===== src/verilog/fspl_pkg.sv =====
// Package for the fan spin-up and loop-limit block: register map, fields,
// reset values, timing constants and carrier structs.
// Assumes a byte-wide register port with printed offsets as addresses.
package fspl_pkg;
  localparam logic [7:0] FSPL_ADDR_GAIN = 8'h45;
  localparam logic [7:0] FSPL_ADDR_SPIN = 8'h46;
  localparam logic [7:0] FSPL_ADDR_STEP = 8'h47;
  localparam logic [7:0] FSPL_ADDR_FLOOR = 8'h48;
  localparam logic [7:0] FSPL_ADDR_VALID = 8'h49;
  localparam logic [7:0] FSPL_ADDR_CTRL = 8'h60;
  localparam logic [7:0] FSPL_ADDR_STAT = 8'h61;
  localparam logic [7:0] FSPL_ADDR_DRIVE = 8'h62;

  localparam logic [7:0] FSPL_RST_GAIN = 8'h2a;
  localparam logic [7:0] FSPL_RST_SPIN = 8'h19;
  localparam logic [7:0] FSPL_RST_STEP = 8'h10;
  localparam logic [7:0] FSPL_RST_FLOOR = 8'h66;
  localparam logic [7:0] FSPL_RST_VALID = 8'hf5;

  localparam logic [7:0] FSPL_DUTY_FULL = 8'hff;
  localparam logic [7:0] FSPL_DUTY_OFF = 8'h00;
  localparam logic [7:0] FSPL_TARGET_OFF = 8'hff;
  localparam logic [5:0] FSPL_STEP_MASK = 6'h3f;
  // Spin levels 30%..65% of 255, in 5% steps
  localparam logic [7:0] FSPL_LVL_BASE = 8'h4d;
  localparam logic [7:0] FSPL_LVL_INC = 8'h0d;
  localparam logic [1:0] FSPL_DER_DEFAULT = 2'h3;

  localparam int FSPL_CLK_MHZ = 250;
  localparam int FSPL_SPIN_BASE_MS = 250;
  localparam int FSPL_UPD_BASE_MS = 100;
  localparam int FSPL_SPIN_BASE_CYC = FSPL_SPIN_BASE_MS * 1000 * FSPL_CLK_MHZ;
  localparam int FSPL_UPD_BASE_CYC = FSPL_UPD_BASE_MS * 1000 * FSPL_CLK_MHZ;

  typedef enum logic [3:0] {
    FSPL_IDLE = 4'h1,
    FSPL_KICK = 4'h2,
    FSPL_LEVEL = 4'h4,
    FSPL_RUN = 4'h8
  } fspl_state_e;

  typedef struct packed {
    logic [1:0] drive_fail_window;
    logic skip_full_kick;
    logic [2:0] spinup_drive_level;
    logic [1:0] spinup_duration;
  } fspl_spin_s;

  typedef struct packed {
    fspl_state_e st;
    logic [7:0] gain;
    fspl_spin_s spin;
    logic [7:0] step;
    logic [7:0] floor;
    logic [7:0] valid;
    logic [7:0] rdata;
    logic [31:0] spin_cnt;
    logic [31:0] upd_cnt;
    logic [6:0] fail_cnt;
    logic [7:0] drive;
    logic [7:0] prev_target;
    logic [7:0] prev_direct;
    logic spin_fail;
    logic drive_fail;
  } fspl_state_s;
endpackage


===== src/verilog/fspl_top.sv =====
// Fan spin-up, ramp limit, minimum drive and stall supervision.
// Assumes the loop core, tach measurement and LUT sit outside and feed in.
// How it works
// - Gain codes select 1x,2x,4x,8x; 4x reset
// - Fail window off, or 16/32/64 updates
// - Kick: full duty for quarter duration
// - Skip kick: level for whole duration
// - Level 30% to 65% in 5% steps
// - Duration 250ms,500ms,1s,2s; 500ms reset
// - No valid tach at end: interrupt
// - Closed loop retries right after failure
// - Five config registers obey software lock
// - Six-bit max step caps drive change
// - Any mode may ramp-limit; loop consults step
// - Default derivative options bypass step limit
// - Loop never below floor, except target FFh
// - Floor unused outside closed loop
// - Floor is eight bits, reset 66h
// - Stopped fan restarted in closed loop
// - Valid count is upper tach byte
// - End of spin-up compares tach to valid
// - Tach above valid: stall, auto spin-up in closed loop only
// - Open loop spins up leaving 00h
// - Target above valid ignored, drive kept
// - Update interval 100ms..1600ms sets period
// - Target FFh off; leaving it spins up
// - Drive at FFh, slow fan: drive fail
//
// Added by the designer: the address-and-strobe port.
`timescale 1ns/10ps
module fspl_top import fspl_pkg::*; #(
  parameter int SPIN_BASE_CYC = FSPL_SPIN_BASE_CYC,
  parameter int UPD_BASE_CYC = FSPL_UPD_BASE_CYC
) (
  // Clock and reset
  input wire logic ref_clk,
  input wire logic rst_n,
  // Register port
  input wire logic [7:0] reg_addr,
  input wire logic [7:0] reg_wdata,
  input wire logic reg_wr,
  input wire logic reg_rd,
  output logic [7:0] reg_rdata,
  input wire logic sw_lock,
  // Neighbouring configuration and measurement
  input wire logic closed_loop_speed_control,
  input wire logic ramp_enable,
  input wire logic [1:0] der_opt,
  input wire logic [2:0] update_time,
  input wire logic [7:0] tach_target,
  input wire logic [7:0] tach_reading,
  input wire logic tach_valid,
  input wire logic [7:0] fail_band,
  input wire logic [7:0] loop_request,
  input wire logic [7:0] direct_setting,
  // Outputs
  output logic [7:0] pwm_drive,
  output logic [3:0] proportional_gain,
  output logic [3:0] integral_gain,
  output logic [3:0] derivative_gain,
  output logic spinup_active,
  output logic spin_fail_irq,
  output logic drive_fail_irq
);
  fspl_state_s r_q, r_d;

  function automatic logic [3:0] gain_mult(input logic [1:0] c);
    gain_mult = 4'h1 << c;
  endfunction

  function automatic logic [31:0] upd_mult(input logic [2:0] c);
    case (c)
      3'h5: upd_mult = 32'h8;
      3'h6: upd_mult = 32'hc;
      3'h7: upd_mult = 32'h10;
      default: upd_mult = 32'({29'h0, c} + 32'h1);
    endcase
  endfunction

  logic [31:0] spin_total;
  logic [31:0] upd_total;
  logic [7:0] spin_level;
  logic [6:0] fail_limit;
  logic update_tick;
  logic stall;
  logic target_ok;
  logic use_step;
  logic [7:0] want;
  logic [7:0] stepped;
  logic [7:0] diff;
  logic wr_ok;
  logic [7:0] slow_limit;

  always_comb begin
    spin_total = 32'(SPIN_BASE_CYC) << r_q.spin.spinup_duration;
    upd_total = 32'(UPD_BASE_CYC) * upd_mult(update_time);
    spin_level = 8'(FSPL_LVL_BASE +
      8'({5'h0, r_q.spin.spinup_drive_level}) * FSPL_LVL_INC);
    case (r_q.spin.drive_fail_window)
      2'h1: fail_limit = 7'd16;
      2'h2: fail_limit = 7'd32;
      2'h3: fail_limit = 7'd64;
      default: fail_limit = 7'd0;
    endcase
    update_tick = (r_q.upd_cnt >= upd_total - 32'h1);
    stall = tach_reading > r_q.valid;
    target_ok = tach_target <= r_q.valid;
    // Step derivative bypasses the cap, so the default options skip it
    use_step = closed_loop_speed_control ? !der_opt[1]
                                         : ramp_enable;
    want = closed_loop_speed_control ? (target_ok ? loop_request : r_q.drive)
                                     : direct_setting;
    if (closed_loop_speed_control && want < r_q.floor) begin
      want = r_q.floor;
    end
    diff = (want > r_q.drive) ? 8'(want - r_q.drive) : 8'(r_q.drive - want);
    stepped = want;
    if (use_step && diff > {2'h0, r_q.step[5:0]}) begin
      stepped = (want > r_q.drive) ? 8'(r_q.drive + {2'h0, r_q.step[5:0]})
                                   : 8'(r_q.drive - {2'h0, r_q.step[5:0]});
    end
    slow_limit = (tach_target > ~fail_band) ? FSPL_DUTY_FULL
                                            : 8'(tach_target + fail_band);
    wr_ok = reg_wr && !sw_lock;
  end

  always_comb begin
    r_d = r_q;
    r_d.rdata = 8'h00;
    r_d.prev_target = tach_target;
    r_d.prev_direct = direct_setting;
    r_d.upd_cnt = update_tick ? 32'h0 : r_q.upd_cnt + 32'h1;
    if (wr_ok) begin
      case (reg_addr)
        FSPL_ADDR_GAIN: r_d.gain = {2'h0, reg_wdata[5:0]};
        FSPL_ADDR_SPIN: r_d.spin = reg_wdata;
        FSPL_ADDR_STEP: r_d.step = {2'h0, reg_wdata[5:0]};
        FSPL_ADDR_FLOOR: r_d.floor = reg_wdata;
        FSPL_ADDR_VALID: r_d.valid = reg_wdata;
        default: ;
      endcase
    end
    // Status bits clear when written with 1, even under lock; a new event wins
    if (reg_wr && reg_addr == FSPL_ADDR_STAT) begin
      r_d.spin_fail = r_q.spin_fail & ~reg_wdata[0];
      r_d.drive_fail = r_q.drive_fail & ~reg_wdata[1];
    end
    if (reg_rd) begin
      case (reg_addr)
        FSPL_ADDR_GAIN: r_d.rdata = r_q.gain;
        FSPL_ADDR_SPIN: r_d.rdata = r_q.spin;
        FSPL_ADDR_STEP: r_d.rdata = r_q.step;
        FSPL_ADDR_FLOOR: r_d.rdata = r_q.floor;
        FSPL_ADDR_VALID: r_d.rdata = r_q.valid;
        FSPL_ADDR_CTRL: r_d.rdata = {4'h0, r_q.st};
        FSPL_ADDR_STAT: r_d.rdata = {6'h0, r_q.drive_fail, r_q.spin_fail};
        FSPL_ADDR_DRIVE: r_d.rdata = r_q.drive;
        default: r_d.rdata = 8'h00;
      endcase
    end
    case (r_q.st)
      FSPL_IDLE: begin
        r_d.drive = FSPL_DUTY_OFF;
        r_d.spin_cnt = 32'h0;
        if (closed_loop_speed_control) begin
          if (tach_target != FSPL_TARGET_OFF) begin
            r_d.st = r_q.spin.skip_full_kick ? FSPL_LEVEL : FSPL_KICK;
          end
        end else if (direct_setting != FSPL_DUTY_OFF) begin
          r_d.st = r_q.spin.skip_full_kick ? FSPL_LEVEL : FSPL_KICK;
        end
      end
      FSPL_KICK: begin
        r_d.drive = FSPL_DUTY_FULL;
        r_d.spin_cnt = r_q.spin_cnt + 32'h1;
        if (r_q.spin_cnt >= (spin_total >> 2) - 32'h1) begin
          r_d.st = FSPL_LEVEL;
        end
      end
      FSPL_LEVEL: begin
        r_d.drive = spin_level;
        r_d.spin_cnt = r_q.spin_cnt + 32'h1;
        if (r_q.spin_cnt >= spin_total - 32'h1) begin
          r_d.spin_cnt = 32'h0;
          if (!tach_valid || stall) begin
            r_d.spin_fail = 1'b1;
            if (closed_loop_speed_control) begin
              r_d.st = r_q.spin.skip_full_kick ? FSPL_LEVEL
                                               : FSPL_KICK;
            end else begin
              r_d.st = FSPL_RUN;
            end
          end else begin
            r_d.st = FSPL_RUN;
          end
        end
      end
      FSPL_RUN: begin
        r_d.spin_cnt = 32'h0;
        if (closed_loop_speed_control && tach_target == FSPL_TARGET_OFF) begin
          r_d.drive = FSPL_DUTY_OFF;
          r_d.st = FSPL_IDLE;
        end else if (!closed_loop_speed_control &&
                     direct_setting == FSPL_DUTY_OFF) begin
          r_d.drive = FSPL_DUTY_OFF;
          r_d.st = FSPL_IDLE;
        end else if (closed_loop_speed_control && stall) begin
          r_d.st = r_q.spin.skip_full_kick ? FSPL_LEVEL
                                           : FSPL_KICK;
        end else if (closed_loop_speed_control && update_tick) begin
          r_d.drive = stepped;
        end else if (!closed_loop_speed_control) begin
          if (!use_step) begin
            r_d.drive = want;
          end else if (update_tick) begin
            r_d.drive = stepped;
          end
        end
        // Drive-fail counting in update periods at full drive
        if (fail_limit == 7'd0 || r_q.drive != FSPL_DUTY_FULL ||
            tach_reading <= slow_limit) begin
          r_d.fail_cnt = 7'd0;
        end else if (update_tick) begin
          r_d.fail_cnt = r_q.fail_cnt + 7'd1;
          if (r_q.fail_cnt + 7'd1 >= fail_limit) begin
            r_d.drive_fail = 1'b1;
            r_d.fail_cnt = 7'd0;
          end
        end
      end
      default: r_d.st = FSPL_IDLE;
    endcase
  end

  always_ff @(posedge ref_clk or negedge rst_n) begin
    if (!rst_n) begin
      r_q <= '{st: FSPL_IDLE, gain: FSPL_RST_GAIN, spin: FSPL_RST_SPIN,
               step: FSPL_RST_STEP, floor: FSPL_RST_FLOOR,
               valid: FSPL_RST_VALID, default: '0};
    end else begin
      r_q <= r_d;
    end
  end

  assign reg_rdata = r_q.rdata;
  assign pwm_drive = r_q.drive;
  assign proportional_gain = gain_mult(r_q.gain[1:0]);
  assign integral_gain = gain_mult(r_q.gain[3:2]);
  assign derivative_gain = gain_mult(r_q.gain[5:4]);
  assign spinup_active = (r_q.st == FSPL_KICK) || (r_q.st == FSPL_LEVEL);
  assign spin_fail_irq = r_q.spin_fail;
  assign drive_fail_irq = r_q.drive_fail;
endmodule // fspl_top


===== config.mk =====
export PLATFORM = sky130hd
export DESIGN_NAME = fspl_top
export DESIGN_NICKNAME = d
export VERILOG_FILES = /design/src/verilog/fspl_pkg.sv /design/src/verilog/fspl_top.sv
export SDC_FILE = /design/constraint.sdc
export NUM_CORES = 1
export LEC_CHECK = 0
export BUFFER_PORTS_ARGS = -buffer_cell sky130_fd_sc_hd__buf_4
export CAP_MARGIN = 25
export CORE_ASPECT_RATIO = 0.6
export CORE_MARGIN = 5
export CORE_UTILIZATION = 60
export CTS_BUF_LIST = sky130_fd_sc_hd__clkbuf_4 sky130_fd_sc_hd__clkbuf_8
export DETAILED_ROUTE_END_ITERATION = 7
export GPL_TIMING_DRIVEN = 0
export PLACE_DENSITY = 0.79
export SLEW_MARGIN = 20
export SYNTH_ARGS = -nofsm -noshare
export SYNTH_HDL_FRONTEND = slang
export SYNTH_SLANG_ARGS = --single-unit

===== constraint.sdc =====
create_clock -name ref_clk -period 20.4 [get_ports ref_clk]
set_clock_uncertainty 0.15 [all_clocks]
set_input_delay 4.08 -clock ref_clk [delete_from_list [all_inputs] [get_ports ref_clk]]
set_output_delay 4.08 -clock ref_clk [all_outputs]
set_load 0.1 [all_outputs]

Yosys cells after proc, flatten, opt, wreduce, memory -nomap -nowiden
Index checks and enable logic that the tools add are counted.

Flip-flop bits (word level): 129. Bits of input ports: 69. Output and inout bits: 31. Logic and storage cells: 157.

Add/sub/neg operators: 13. $mul: 2. $lt $le $gt $ge: 11. Eq/ne operators: 29. Shift operators: 4. Mux-type cells: 46. Bitwise logic cells: 5. Reduce and logical (&&, ||, !) cells: 31.

Operators with widths (number): 8-bit 2-to-1 mux (15); 32-bit greater-or-equal comparator (3); 32-bit one-hot mux with 3 select lines (1); 32-bit by 1-bit adder with 32-bit output (second input constant) (2); 8-bit by 7-bit == test with 1-bit output (second input constant) (8); 32-bit 2-to-1 mux (2); 8-bit one-hot mux with 8 select lines (1); 32-bit by 1-bit subtractor with 32-bit output (second input constant) (2); 4-bit 2-to-1 mux (10); 19-bit by 32-bit multiplier with 26-bit output (first input constant) (1); 8-bit one-hot mux with 4 select lines (1); 26-bit by 2-bit << shifter with 32-bit output (first input constant) (1); 30-bit by 1-bit subtractor with 31-bit output (second input constant) (1); 8-bit > comparator (3); 7-bit 2-to-1 mux (3); 7-bit one-hot mux with 3 select lines (1); 8-bit <= comparator (2); 8-bit != test (second input constant) (2); 4-bit one-hot mux with 4 select lines (1); 8-bit subtractor (2); 5-bit one-hot mux with 3 select lines (1); 2-bit AND reduction (6); 1-bit by 2-bit << shifter with 4-bit output (first input constant) (3); 3-bit == test (second input constant) (3); other kinds (40) (66).

Logic depth before layout (Yosys ltp)
Depth after elaboration: 19. Depth in mapped cells: 35. Mapped depth without buffers: 32.

Least setup slack after synthesis
No wires, ideal clock.

Kind: input -> register. From: input update_time[0]. To: register r_q[28] (netlist bit). Setup time: 0.064 ns. Data arrival time: 10.421 ns. Required time: 20.186 ns. Setup slack: 9.765 ns. Stages: 27. Path buffers: 2. Path through: buf_2 > inv_1 > ha_1 > nor2_1 > nor2b_1 > nor3_1 > inv_1 > fa_1 > inv_1 > ha_1 > a21o_1 > a31o_2 > a211oi_1 > nor2_1 > or4_1 > nand3_1 > xor2_1 > ha_1 > a21o_1 > a211oi_1 > o21a_1 > o21ai_0 > or3_1 > clkbuf_1 > o21ai_1 > o21bai_1 > a21o_1.

Word-level cells in the longest chain between the ends: 7. Elaborated cells on any way between the ends: 10. Classes of those cells: 2 x add/sub; 1 x mul; 1 x order compare; 3 x eq/ne; 1 x mux; 2 x reduce/logical.

RTL lines: start, declared (line fspl_top.sv:49) `input wire logic [2:0] update_time,`; 3-bit by 1-bit adder with 4-bit output or 3-bit == test (tied branches) (line fspl_top.sv:76, fspl_top.sv:72); 5-bit one-hot mux with 3 select lines (*) (line fspl_top.sv:72) `case (c)`; 19-bit by 32-bit multiplier with 26-bit output (*) (line fspl_top.sv:96) `upd_total = 32'(UPD_BASE_CYC) * upd_mult(update_time);`; 32-bit by 1-bit subtractor with 32-bit output (*) (line fspl_top.sv:105) `update_tick = (r_q.upd_cnt >= upd_total - 32'h1);`; 32-bit greater-or-equal comparator (*) (line fspl_top.sv:105); 2-bit nonzero test (no line) (*); 2-bit AND reduction (no line) (*); end signal, assigned (line fspl_top.sv:237) `r_q <= '{st: FSPL_IDLE, gain: FSPL_RST_GAIN, spin: FSPL_RST_SPIN,`; end signal, assigned (line fspl_top.sv:241) `r_q <= r_d;`; end, declared (line fspl_top.sv:65) `fspl_state_s r_q, r_d;`.

Every way passes the cells marked *; elsewhere a longest branch is shown, timed or not. A chain may end at the register's enable or synchronous reset.

Final worst setup path
From: input tach_target[1]. To: register r_q (netlist bit pwm_drive[7]).

Word-level cells in the longest chain between the ends: 19. Elaborated cells on any way between the ends: 28. Classes of those cells: 2 x add/sub; 4 x order compare; 4 x eq/ne; 14 x mux; 4 x reduce/logical.

RTL lines: start, declared (line fspl_top.sv:50) `input wire logic [7:0] tach_target,`; 8-bit <= comparator (line fspl_top.sv:107) `target_ok = tach_target <= r_q.valid;`; 8-bit 2-to-1 mux (2 in a row) (line fspl_top.sv:111) `want = closed_loop_speed_control ? (target_ok ? loop_request : r_q.drive)`; 8-bit less-than comparator (line fspl_top.sv:113) `if (closed_loop_speed_control && want < r_q.floor) begin`; 1-bit logical AND (line fspl_top.sv:113); 8-bit 2-to-1 mux (line fspl_top.sv:113); 8-bit subtractor or 8-bit > comparator (tied branches) (line fspl_top.sv:116, fspl_top.sv:119); 8-bit 2-to-1 mux (line fspl_top.sv:116) `diff = (want > r_q.drive) ? 8'(want - r_q.drive) : 8'(r_q.drive - want);`; 8-bit by 6-bit > comparator with 1-bit output (line fspl_top.sv:118) `if (use_step && diff > {2'h0, r_q.step[5:0]}) begin`; [2 not listed]; 8-bit 2-to-1 mux (line fspl_top.sv:215) `end else if (update_tick) begin`; 8-bit 2-to-1 mux (line fspl_top.sv:213) `if (!use_step) begin`; 8-bit 2-to-1 mux (line fspl_top.sv:212) `end else if (!closed_loop_speed_control) begin`; 8-bit 2-to-1 mux (line fspl_top.sv:210) `end else if (closed_loop_speed_control && update_tick) begin`; 8-bit 2-to-1 mux (line fspl_top.sv:207) `end else if (closed_loop_speed_control && stall) begin`; 8-bit 2-to-1 mux (line fspl_top.sv:203) `end else if (!closed_loop_speed_control &&`; 8-bit 2-to-1 mux (line fspl_top.sv:200) `if (closed_loop_speed_control && tach_target == FSPL_TARGET_OFF) begin`; 8-bit one-hot mux with 4 select lines (line fspl_top.sv:161) `case (r_q.st)`.

Parallel ways exist; a longest one is shown, timed or not. The select of a mux whose other input is x is not followed.

==> run summary <==
outcome - finished, final reports clean
hold path endpoint - r_q[33]
Setup WS pre-CTS - 8.21 ns
via count of the first global-routing pass - 11200
f_max - 83.8 MHz
WS Path Type - input port to register
Die Width - 200 um
First-pass DRT Iterations - 8
final instance area - 14600 um2
Post-CTS Setup Inserts - 0
Hold Slack - 0.346 ns
Sw Pwr - 0.552 mW
WP data required - 20.62 ns
crit-path max cell delay - 0.73 ns
CTS tree - done
Worst-Margin Slew - 1.11 ns
Critical Path Fanout Max - 10
Clock Latency Late Sink - 0.47 ns
RSZ-0062 raised after global routing - no
Max H-tree Level - 4
Distinct cells, synth - 82
Post-synth ARST share - 1.00
worst r2r src - r_q[110]
I/O pins - 100
fin util - 0.689
ys flop type - dfrtp_1
Post-Synth XOR/XNOR Area - 0.0723
setup slack after layout - 8.47 ns
count of cells resized by post-cts repair - 0
fin crit period - 11.93 ns
Cells after Synth - 1482
Slew headroom - 0.253
Vias - 11900
post-DP HPWL - 30600 um
min-delay src - r_q[33]
Post-Syn Area - 13000 um2
Remaining DRCs - 0
multiplexer area fraction after synthesis - 0.0416
TNS Setup - 0 ns
post-route ant nets - 0
grt total ovfl - 0
die extent in y - 124 um
Synth Area in Compound Gates - 0.178
Hold Fails Final Rpt - 0
Port Buffers - 96
sequential power share - 0.253
largest net degree at the start of global routing - 67
Seq/Total Area, Yosys - 0.251
initial antenna violation count - 0
Buf/Inv on CP - 5
WHS Path Cells - 1
Startpoint Class - input port
DRT iter0 DRCs - 1323
Worst Path Arrival - 12.15 ns
Setup crit end kind - register
family with the most delay on the worst path - compound AO/OA/AOI/OAI gates
Simple-Gate Fraction of Synth Area - 0.191
Tightest Hold Check Type - register to register
Num CTS Buffers - 17
Ys Warns - 0
clk slew on worst S/H paths - 0.08 ns
GRT Resource Usage Total - 0.314
total wire length - 38400 um
buffer depth of the longest clock path - 2
Tcrit/Tclk final - 0.585
Pleak - 6.93 nW
worst reg-to-reg path cell count - 31
Critical Path Most Common Cell - ha_1
TritonCTS Sinks - 129
DP Area - 14100 um2
first-pass GRT wire length - 60800 um
main combinational cell family by area after synthesis - adder cells
reg2reg setup slack - 11.61 ns
Int Pwr - 0.669 mW
CTS hold repair buffers - 0
CTS root buffer - clkbuf_8
combinational power share - 0.543
Starting Density - 0.613
Clk pwr share - 0.205
die area - 24700 um2
max-slew violations - 0
Worst R2R End - pwm_drive[7]
Seq cells post-synth - 129
post-synthesis adder-cell area fraction - 0.218
GP Congestion - 0.986
Synth-to-Final Area Change - 12.3%
Nets - 1887
critical path's slowest cell - mux2i_1
vias per cell - 6.30
# diodes - 0
switch share - 0.452
DR WL/cell - 20.3 um
final setup vio count - 0
Max Cap Viol - 0
maximum vdd ir drop - 84.6 uV
syn avg cell area - 8.75 um2
num rows - 41
layout cells sized above 1 - 0.140
Pwr Density - 83.8 nW/um2
Core ar. - 21100 um2
Post-synth EDFFs - 0
area by class of cell:
class | count | area, um2
inverters | 104 | 390
fillers | 1704 | 6580
plain buffers | 46 | 241
well taps | 279 | 349
clock inverters | 13 | 188
flip-flops and latches | 129 | 3250
repair buffers | 98 | 767
clock buffers | 19 | 249
multi-input cells | 1205 | 9120
state kept, by name (all words and copies together), names as in the netlist:
register        flops
spin_fail_irq       1
r_q               111
pwm_drive           8
drive_fail_irq      1
reg_rdata           8
power groups by stage:
stage / clock [mW] / combinational (mW) / sequential, mW
floorplan: 0 / 0.493 / 0.298
detailed placement: 0 / 0.644 / 0.311
CTS: 0.252 / 0.651 / 0.307
global route: 0.268 / 0.730 / 0.311
finish: 0.250 / 0.662 / 0.308
global placement: 0 / 0.628 / 0.311
how the worst max path moves through the flow:
stage	from	end	slack, ns	cells past startpoint
2_1_floorplan	update_time[0]	r_q[28]	9.76	27
3_3_place_gp	update_time[0]	r_q[28]	8.08	28
3_5_place_dp	tach_target[1]	pwm_drive[0]	8.21	32
4_1_cts	tach_target[1]	pwm_drive[7]	8.69	32
5_1_grt	tach_target[1]	pwm_drive[2]	8.13	32
6_report	tach_target[1]	pwm_drive[7]	8.47	32
worst register-to-register path, delay by kind of cell, from the launching register on:
family | cells | cell delay [ns]
flops | 1 | 0.60
fa+ha+maj | 4 | 1.23
buf+inv | 5 | 1.43
simple gates | 2 | 0.22
compound gates | 17 | 3.78
mux | 3 | 1.27
placed cells by master, fill, tap and decap left out, drive strengths merged, types with 25 or more instances in the layout:
cell,instances
buf,120
mux2,31
o21ai,72
a21o,35
clkbuf,43
nor2,138
inv,105
xnor2,62
a21oi,81
nand4,35
nand3,45
ha,203
nand2,98
nor3,25
xor2,45
nor2b,28
dfrtp,111
cells in the mapped netlist (all sizes together) (11+ instances only):
cell type  count  area share
a211oi        15      0.0087
a21o          35       0.020
a21oi         81       0.032
a222oi        12      0.0093
a31oi         13      0.0068
and2          15      0.0072
and3          20       0.010
buf           22       0.012
clkbuf        24      0.0069
dfrtp        111        0.21
dfstp         18       0.036
fa            14       0.022
ha           203        0.20
inv          103       0.030
mux2          31       0.027
mux2i         19       0.015
nand2         98       0.029
nand2b        12      0.0058
nand3         45       0.018
nand4         35       0.017
nor2         138       0.040
nor2b         28       0.014
nor3          25       0.010
o211ai        16      0.0093
o21a          17      0.0098
o21ai         72       0.028
o21bai        11      0.0064
or3           19      0.0092
xnor2         62       0.042
xor2          45       0.030
per-stage QoR:
stage          std cells  power [mW]
2_1_floorplan       1484       0.791
3_3_place_gp        1859       0.939
3_5_place_dp        1861       0.955
4_1_cts             1893        1.21
5_1_grt             1893        1.31
6_report            1893        1.22
layer usage:
metal  part of all wire  track usage  vias up
li1                   -            -     5629
met3               0.12        0.102       43
met4              0.011       0.0441        0
met2               0.38        0.423      610
met1               0.49        0.494     5645
met5                  0            0        -
cell families (layout without fill, tap and decap cells):
logic type	after synthesis	after routing
AOI/OAI and AO/OA	344	344
xor gates and xnor gates	107	107
adders and majority gates	217	217
buffers and inverters	150	280
DFF	129	129
muxes	50	50
other	1	3
and+or+nand+nor	484	484
Note: power is estimated with default switching activity, not from simulation.
